`config.mk`:
```
export PLATFORM = sky130hd
export DESIGN_NAME = csw_clock_switch
export DESIGN_NICKNAME = d
export VERILOG_FILES = /design/src/csw_pkg.sv /design/src/csw_sync.sv /design/src/csw_clock_switch.sv
export SDC_FILE = /design/constraint.sdc
export NUM_CORES = 1
export LEC_CHECK = 0
export BUFFER_PORTS_ARGS = -buffer_cell sky130_fd_sc_hd__buf_2
export CORE_MARGIN = 2
export CORE_UTILIZATION = 32
export CTS_BUF_LIST = sky130_fd_sc_hd__clkbuf_16
export DETAILED_ROUTE_END_ITERATION = 16
export PLACE_DENSITY = 0.7
export REMOVE_ABC_BUFFERS = 1
export SKIP_LAST_GASP = 1
export SLEW_MARGIN = 10
export SYNTH_ARGS = -nofsm -noshare
export SYNTH_HDL_FRONTEND = slang
export SYNTH_SLANG_ARGS = --single-unit
```
`constraint.sdc`:
```
create_clock -name clock -period 1.15 [get_ports clock]
set_clock_uncertainty 0.15 [all_clocks]
set_input_delay 0.115 -clock clock [delete_from_list [all_inputs] [get_ports clock]]
set_output_delay 0.115 -clock clock [all_outputs]
set_load 0.01 [all_outputs]
```
`src/csw_pkg.sv`:
```
// Constants, field positions and carrier types for the clock source switch.
package csw_pkg;

    // ==========================================================
    // Clock rate and oscillator settling times
    // ==========================================================
    localparam int unsigned CLK_PERIOD_NS = 25;
    // Software waits these times before it selects the oscillator.
    localparam int unsigned FAST_OSC_SETTLE_NS = 65000;
    localparam int unsigned MID_OSC_SETTLE_NS = 4000;
    localparam int unsigned SLOW_OSC_SETTLE_NS = 210000;
    localparam int unsigned FAST_OSC_SETTLE_CYC =
        (FAST_OSC_SETTLE_NS + CLK_PERIOD_NS - 1) / CLK_PERIOD_NS;
    localparam int unsigned MID_OSC_SETTLE_CYC =
        (MID_OSC_SETTLE_NS + CLK_PERIOD_NS - 1) / CLK_PERIOD_NS;
    localparam int unsigned SLOW_OSC_SETTLE_CYC =
        (SLOW_OSC_SETTLE_NS + CLK_PERIOD_NS - 1) / CLK_PERIOD_NS;

    // ==========================================================
    // Register byte addresses
    // ==========================================================
    localparam logic [11:0] ADDR_OSC_RUN = 12'h000;
    localparam logic [11:0] ADDR_SYS_SEL = 12'h004;
    localparam logic [11:0] ADDR_SUB_SRC = 12'h008;
    localparam logic [11:0] ADDR_SUB_SUPPLY = 12'h00c;

    // ==========================================================
    // Field positions
    // ==========================================================
    localparam int ORC_FAST_STOP = 0;
    localparam int ORC_MID_EN = 1;
    localparam int ORC_SUB_XTAL_STOP = 6;
    localparam int ORC_MAIN_XTAL_STOP = 7;
    localparam int SCS_PICK = 0;
    localparam int SCS_PICK_STAT = 1;
    localparam int SCS_MAIN_SEL = 4;
    localparam int SCS_MAIN_STAT = 5;
    localparam int SCS_CPU_SEL = 6;
    localparam int SCS_CPU_STAT = 7;
    localparam int SSS_SLOW_SEL = 0;
    localparam int SSM_TIMER_PICK = 4;
    localparam int SSM_LOW_POWER = 7;

    // Writable bits of each register except the system select; all other bits read as zero.
    localparam logic [7:0] ORC_WMASK = 8'hc3;
    localparam logic [7:0] SSS_WMASK = 8'h01;
    localparam logic [7:0] SSM_WMASK = 8'h90;

    // ==========================================================
    // Values after reset
    // ==========================================================
    // Both crystals stopped, fast internal oscillator running.
    localparam logic [7:0] ORC_RESET = 8'hc0;
    localparam logic [7:0] SSS_RESET = 8'h00;
    localparam logic [7:0] SSM_RESET = 8'h00;
    localparam logic SCS_PICK_RESET = 1'b0;
    localparam logic SCS_MAIN_RESET = 1'b0;
    localparam logic SCS_CPU_RESET = 1'b0;

    // ==========================================================
    // Carrier types
    // ==========================================================
    typedef struct packed {
        logic main_xtal;
        logic sub_xtal;
        logic slow;
        logic mid;
        logic fast;
    } csw_osc_t;

endpackage : csw_pkg

```
`src/csw_sync.sv`:
```
// Two-stage synchroniser for a bundle of asynchronous level inputs.
`timescale 1ns/100ps

module csw_sync #(
    parameter int W = 5
) (
    input wire logic clock,
    input wire logic arst_n,
    input wire logic [W-1:0] d,
    output logic [W-1:0] q
);

    logic [W-1:0] meta_reg;

    always_ff @(posedge clock or negedge arst_n) begin
        if (!arst_n) begin
            meta_reg <= '0;
            q <= '0;
        end else begin
            meta_reg <= d;
            q <= meta_reg;
        end
    end

endmodule : csw_sync

```
`src/csw_clock_switch.sv`:
```
// Clock source switch: oscillator run control, source selects and status over APB.
//
// Function
// - Fast oscillator stop bit zero starts it.
// - Mid oscillator enable bit one starts it.
// - Main select clear picks internal oscillator clock.
// - Main source status bit; software checks before stop.
// - Main crystal stop bit one stops it.
// - Slow select starts slow oscillator, routes subsystem.
// - CPU select bit switches CPU to subsystem.
// - CPU source status bit shows subsystem active.
// - Timer pick bit clocks interval timer slowly.
// - Low power bit limits subsystem clock consumers in stop or halt on subsystem.
// - Sub crystal stop bit zero starts it.
`timescale 1ns/100ps

module csw_clock_switch (
    input wire logic clock,
    input wire logic arst_n,
    input wire logic psel,
    input wire logic penable,
    input wire logic pwrite,
    input wire logic [11:0] paddr,
    input wire logic [31:0] pwdata,
    input wire logic [3:0] pstrb,
    output logic [31:0] prdata,
    output logic pready,
    output logic pslverr,
    input wire csw_pkg::csw_osc_t osc_ready,
    input wire logic stop_mode,
    input wire logic halt_mode,
    output csw_pkg::csw_osc_t osc_run,
    output logic main_from_crystal,
    output logic internal_pick_mid,
    output logic cpu_from_subsystem,
    output logic subsys_from_slow,
    output logic interval_timer_clock_pick,
    output logic subclk_periph_en
);

    // ==========================================================
    // Oscillator ready synchronisers
    // ==========================================================
    csw_pkg::csw_osc_t rdy;

    csw_sync #(
        .W(5)
    ) u_rdy_sync (
        .clock(clock),
        .arst_n(arst_n),
        .d(osc_ready),
        .q(rdy)
    );

    // ==========================================================
    // APB decode
    // ==========================================================
    wire hit_orc = (paddr == csw_pkg::ADDR_OSC_RUN);
    wire hit_scs = (paddr == csw_pkg::ADDR_SYS_SEL);
    wire hit_sss = (paddr == csw_pkg::ADDR_SUB_SRC);
    wire hit_ssm = (paddr == csw_pkg::ADDR_SUB_SUPPLY);
    wire mapped = hit_orc | hit_scs | hit_sss | hit_ssm;
    wire setup = psel & ~penable;
    wire access = psel & penable;
    // Only the low byte lane carries register data.
    wire wr_en = access & pwrite & pstrb[0] & mapped;
    wire wr_orc = wr_en & hit_orc;
    wire wr_scs = wr_en & hit_scs;
    wire wr_sss = wr_en & hit_sss;
    wire wr_ssm = wr_en & hit_ssm;
    wire [7:0] wbyte = pwdata[7:0];

    // ==========================================================
    // Registers
    // ==========================================================
    logic [7:0] orc_reg;
    logic [7:0] orc_next;
    logic [7:0] sss_reg;
    logic [7:0] sss_next;
    logic [7:0] ssm_reg;
    logic [7:0] ssm_next;
    logic pick_reg;
    logic pick_next;
    logic main_sel_reg;
    logic main_sel_next;
    logic cpu_sel_reg;
    logic cpu_sel_next;
    logic pick_stat_reg;
    logic pick_stat_next;
    logic main_stat_reg;
    logic main_stat_next;
    logic cpu_stat_reg;
    logic cpu_stat_next;
    logic [31:0] prdata_reg;
    logic [31:0] prdata_next;

    assign orc_next = wr_orc ? (wbyte & csw_pkg::ORC_WMASK) : orc_reg;
    assign sss_next = wr_sss ? (wbyte & csw_pkg::SSS_WMASK) : sss_reg;
    assign ssm_next = wr_ssm ? (wbyte & csw_pkg::SSM_WMASK) : ssm_reg;
    assign pick_next = wr_scs ? wbyte[csw_pkg::SCS_PICK] : pick_reg;
    assign cpu_sel_next = wr_scs ? wbyte[csw_pkg::SCS_CPU_SEL] : cpu_sel_reg;
    // Changing the main select is refused while the CPU runs on the
    // subsystem clock, so the main path cannot glitch under a sleeping CPU.
    assign main_sel_next = (wr_scs && !cpu_stat_reg) ?
        wbyte[csw_pkg::SCS_MAIN_SEL] : main_sel_reg;

    // ==========================================================
    // Oscillator run outputs
    // ==========================================================
    wire fast_run = ~orc_reg[csw_pkg::ORC_FAST_STOP];
    wire mid_run = orc_reg[csw_pkg::ORC_MID_EN];
    wire main_xtal_run = ~orc_reg[csw_pkg::ORC_MAIN_XTAL_STOP];
    wire sub_xtal_run = ~orc_reg[csw_pkg::ORC_SUB_XTAL_STOP];
    wire slow_sel = sss_reg[csw_pkg::SSS_SLOW_SEL];
    wire timer_pick = ssm_reg[csw_pkg::SSM_TIMER_PICK];
    wire low_power = ssm_reg[csw_pkg::SSM_LOW_POWER];

    assign osc_run.fast = fast_run;
    assign osc_run.mid = mid_run;
    assign osc_run.main_xtal = main_xtal_run;
    assign osc_run.sub_xtal = sub_xtal_run;
    // The timer count clock keeps the slow oscillator alive on its own.
    assign osc_run.slow = slow_sel | timer_pick;

    // ==========================================================
    // Switch completion
    // ==========================================================
    // A select only takes effect once the target clock is running and
    // ready, so each status bit names a source that was live when it switched.
    wire fast_ok = fast_run & rdy.fast;
    wire mid_ok = mid_run & rdy.mid;
    wire xtal_ok = main_xtal_run & rdy.main_xtal;
    wire sub_ok = slow_sel ? rdy.slow : (sub_xtal_run & rdy.sub_xtal);
    wire pick_tgt_ok = pick_reg ? mid_ok : fast_ok;
    wire pick_cur_ok = pick_stat_reg ? mid_ok : fast_ok;
    wire main_tgt_ok = main_sel_reg ? xtal_ok : pick_cur_ok;
    wire main_cur_ok = main_stat_reg ? xtal_ok : pick_cur_ok;
    wire cpu_tgt_ok = cpu_sel_reg ? sub_ok : main_cur_ok;

    assign pick_stat_next = pick_tgt_ok ? pick_reg : pick_stat_reg;
    assign main_stat_next = main_tgt_ok ? main_sel_reg : main_stat_reg;
    assign cpu_stat_next = cpu_tgt_ok ? cpu_sel_reg : cpu_stat_reg;

    // ==========================================================
    // Read path
    // ==========================================================
    wire [7:0] scs_rd = {cpu_stat_reg, cpu_sel_reg, main_stat_reg, main_sel_reg,
        2'b00, pick_stat_reg, pick_reg};
    wire [7:0] rd_byte = hit_orc ? orc_reg :
                         hit_scs ? scs_rd :
                         hit_sss ? sss_reg :
                         hit_ssm ? ssm_reg : 8'h00;
    // Read data is captured in the setup cycle so it leaves a flip-flop.
    assign prdata_next = (setup && !pwrite) ? {24'h000000, rd_byte} : prdata_reg;

    always_ff @(posedge clock or negedge arst_n) begin
        if (!arst_n) begin
            orc_reg <= csw_pkg::ORC_RESET;
            sss_reg <= csw_pkg::SSS_RESET;
            ssm_reg <= csw_pkg::SSM_RESET;
        end else begin
            orc_reg <= orc_next;
            sss_reg <= sss_next;
            ssm_reg <= ssm_next;
        end
    end

    always_ff @(posedge clock or negedge arst_n) begin
        if (!arst_n) begin
            pick_reg <= csw_pkg::SCS_PICK_RESET;
            main_sel_reg <= csw_pkg::SCS_MAIN_RESET;
            cpu_sel_reg <= csw_pkg::SCS_CPU_RESET;
        end else begin
            pick_reg <= pick_next;
            main_sel_reg <= main_sel_next;
            cpu_sel_reg <= cpu_sel_next;
        end
    end

    // Status flip-flops only follow a select once its target is live.
    always_ff @(posedge clock or negedge arst_n) begin
        if (!arst_n) begin
            pick_stat_reg <= csw_pkg::SCS_PICK_RESET;
            main_stat_reg <= csw_pkg::SCS_MAIN_RESET;
            cpu_stat_reg <= csw_pkg::SCS_CPU_RESET;
        end else begin
            pick_stat_reg <= pick_stat_next;
            main_stat_reg <= main_stat_next;
            cpu_stat_reg <= cpu_stat_next;
        end
    end

    always_ff @(posedge clock or negedge arst_n) begin
        if (!arst_n) begin
            prdata_reg <= 32'h00000000;
        end else begin
            prdata_reg <= prdata_next;
        end
    end

    // ==========================================================
    // Outputs
    // ==========================================================
    assign prdata = prdata_reg;
    assign pready = 1'b1;
    assign pslverr = access & ~mapped;
    assign main_from_crystal = main_stat_reg;
    assign internal_pick_mid = pick_stat_reg;
    assign cpu_from_subsystem = cpu_stat_reg;
    assign subsys_from_slow = slow_sel;
    assign interval_timer_clock_pick = timer_pick;
    // With the low power bit set, in stop, or halt on the subsystem clock, only
    // the real-time clock and the interval timer keep the subsystem clock.
    assign subclk_periph_en = ~(low_power & (stop_mode | (halt_mode & cpu_stat_reg)));
endmodule : csw_clock_switch

```
==> flow_summary.json <==
{
  "largest_register_ffs": 6,
  "irDropWorstVdd_uv": 659,
  "yosysWarnings": 0,
  "min-delay-path-class": "in2async",
  "netlist.area_leader.share_pct": 44.6,
  "synth_most_common_cell": "buf_4",
  "critPathCaptureType": "primary output",
  "final-hold-violation-count": 0,
  "vias_per_cell": 4.41,
  "n_antenna_cell": 0,
  "rows": 25,
  "r2r-start": "cpu_from_subsystem",
  "setup_ws_ps": -322,
  "final_util_pct": 51.3,
  "cts_sinks": 29,
  "critPathSlowestCell": "dfrtp_1",
  "cp_max_fo": 5,
  "synthTopCellsByCount": "buf_4 (32), dfrtp_1 (27), mux2_2 (10)",
  "final_layout_size_suffix_gt1_share_pct": 50.4,
  "netlist_instances": 141,
  "cts_buffer_depth": 2,
  "die-area_um2": 5300,
  "setup_tns_ps": -5220,
  "rsz0062_at_grt": "yes",
  "overflow": 0,
  "area_growth_pct": 56.9,
  "top_layer_used": "met4",
  "ys_seq_elements": 29,
  "violations": "negative setup slack",
  "fin_crit_sh_pct": 128,
  "ant_nets": 0,
  "synth_edf_count": 0,
  "status": "finished, violations left",
  "r2r-end": "cpu_from_subsystem",
  "dp_hpwl_mm": 2.48,
  "clkTransAtPathRegs_ps": 50,
  "leakage_uw": 0.00116,
  "worstSetupStartpointType": "register",
  "dieHeight_um": 72.8,
  "dr_wl_met3_um": 234,
  "grt_max_degree": 30,
  "place.gp.congestion": 0.769,
  "yosysSeqAreaShare_pct": 48.1,
  "yosysUniqueCellTypes": 36,
  "core_um2": 4630,
  "fmax_mhz": 680,
  "syn_area_per_cell_um2": 10.7,
  "crit_chain": "buf_4, a21o_1, nand2_1, buf_2",
  "htree_levels": 2,
  "vias": 1236,
  "setup_viol": 27,
  "start_util_pct": 32.7,
  "wl_mm": 3.68,
  "synth.area.top_cells": "dfrtp_1 (45%), buf_4 (16%), mux2_2 (7.4%)",
  "required_ps": 880,
  "layout.nets": 285,
  "grt_pass1_wl_mm": 6.07,
  "grt_pass1_vias": 1264,
  "p_per_area_nw_per_um2": 1060,
  "drc": 0,
  "met1_length_mm": 1.52,
  "cts_tree": "done",
  "cp.arrival_ps": 1210,
  "crit_type": "reg2out",
  "insertion_delay_ps": 270,
  "io_pins": 105,
  "synthesis.area_um2": 1510,
  "async_flop_share_pct": 100,
  "numCtsBuffers": 5,
  "yosysTopAreaCell": "dfrtp_1",
  "io_buffers": 47,
  "clock-root-buffer": "clkbuf_16",
  "met2_length_mm": 1.88,
  "reg2reg_depth": 4,
  "reg2reg_slack_ps": -120,
  "grt_antenna_before_repair": 0,
  "wl_per_cell_um": 13.2,
  "crit_path_max_incr_delay_ps": 450,
  "drt_iter0_markers": 48,
  "drv_cap": 0,
  "drv_slew": 0,
  "synth-main-ff-cell": "dfrtp_1",
  "dieWidth_um": 72.8,
  "fin_crit_ps": 1470,
  "firstDrtPassIters": 4,
  "grt_usage_pct": 15.5
}
[where the power goes]
group / switching, uW / internal [uW] / leakage (uW)
Sequential: 5.87 / 1040 / 0.000373
Combinational: 141 / 133 / 0.000723
Clock: 424 / 778 / 0.0000687
[layer usage]
layer | global-route usage [%] | up-vias
li1 | - | 602
met1 | 18.4 | 577
met2 | 25.2 | 50
met3 | 6.22 | 7
met4 | 6.17 | 0
met5 | 0 | -
[through the flow]
step / instance area (um2) / total power [uW] / cells / setup slack, ps / hold slack, ps
after floorplan: 1350 / 1130 / 131 / -464 / -331
after global placement: 1820 / 1250 / 250 / -619 / -75.9
after detailed placement: 1820 / 1260 / 250 / -651 / -74.6
after CTS: 2330 / 2540 / 278 / -350 / 134
after global routing: 2370 / 2640 / 280 / -375 / 184
final: 2370 / 2520 / 280 / -322 / 166
[logic make-up after synthesis]
logic type / synth area share, %
AO/OA/AOI/OAI: 8.51
multiplexers: 8.10
AND/OR/NAND/NOR: 16.3
flip-flops: 48.1
other: 0.496
buffers and inverters: 18.5
[critical path: cells and delay by family, from the launching register on]
family                 cells  cell delay [ps]
AO/OA/AOI/OAI              1              140
flip-flops                 1              450
buffers and inverters      2              290
AND/OR/NAND/NOR            1               50
[layout make-up]
cell class                 count  area, um2
fill                         396       2250
sequential                    29        729
multi-input combinational     95        714
timing repair buffer          87        697
clock buffer                   5        125
tap                           54       67.6
inverter                       7       28.8
clock inverter                 3       12.5
[how the worst max path moves through the flow]
stage                     cells past startpoint          endpoint          startpoint
after floorplan                               3        orc_reg[0]            paddr[1]
after global routing                          7        orc_reg[1]            paddr[4]
after global placement                        4        orc_reg[0]            paddr[1]
after detailed placement                      4        orc_reg[1]            paddr[1]
after CTS                                     5        orc_reg[1]           paddr[10]
final                                         4  subclk_periph_en  cpu_from_subsystem
[what timing repair did]
action | in CTS | in global routing
hold endpoints to repair | 44 | 0
hold buffers | 11 | 0
buffers inserted | 9 | 3
endpoints found under the setup margin | 26 | 28
pin swaps | 14 | 5
resized for setup | 47 | 8
[layout by cell type, fill, tap and decap left out, types with 3 or more instances in the layout]
cell type / instances
a221o_1: 3
buf_2: 35
buf_4: 19
buf_6: 19
clkbuf_16: 5
conb_1: 27
dfrtp_1: 26
dlygate4sd3_1: 11
inv_1: 4
mux2_2: 4
mux2_4: 6
nand2_1: 9
nand3_1: 3
nor2_1: 5
nor4_4: 4
o21ai_1: 5
Note: power is estimated with default switching activity, not from simulation.
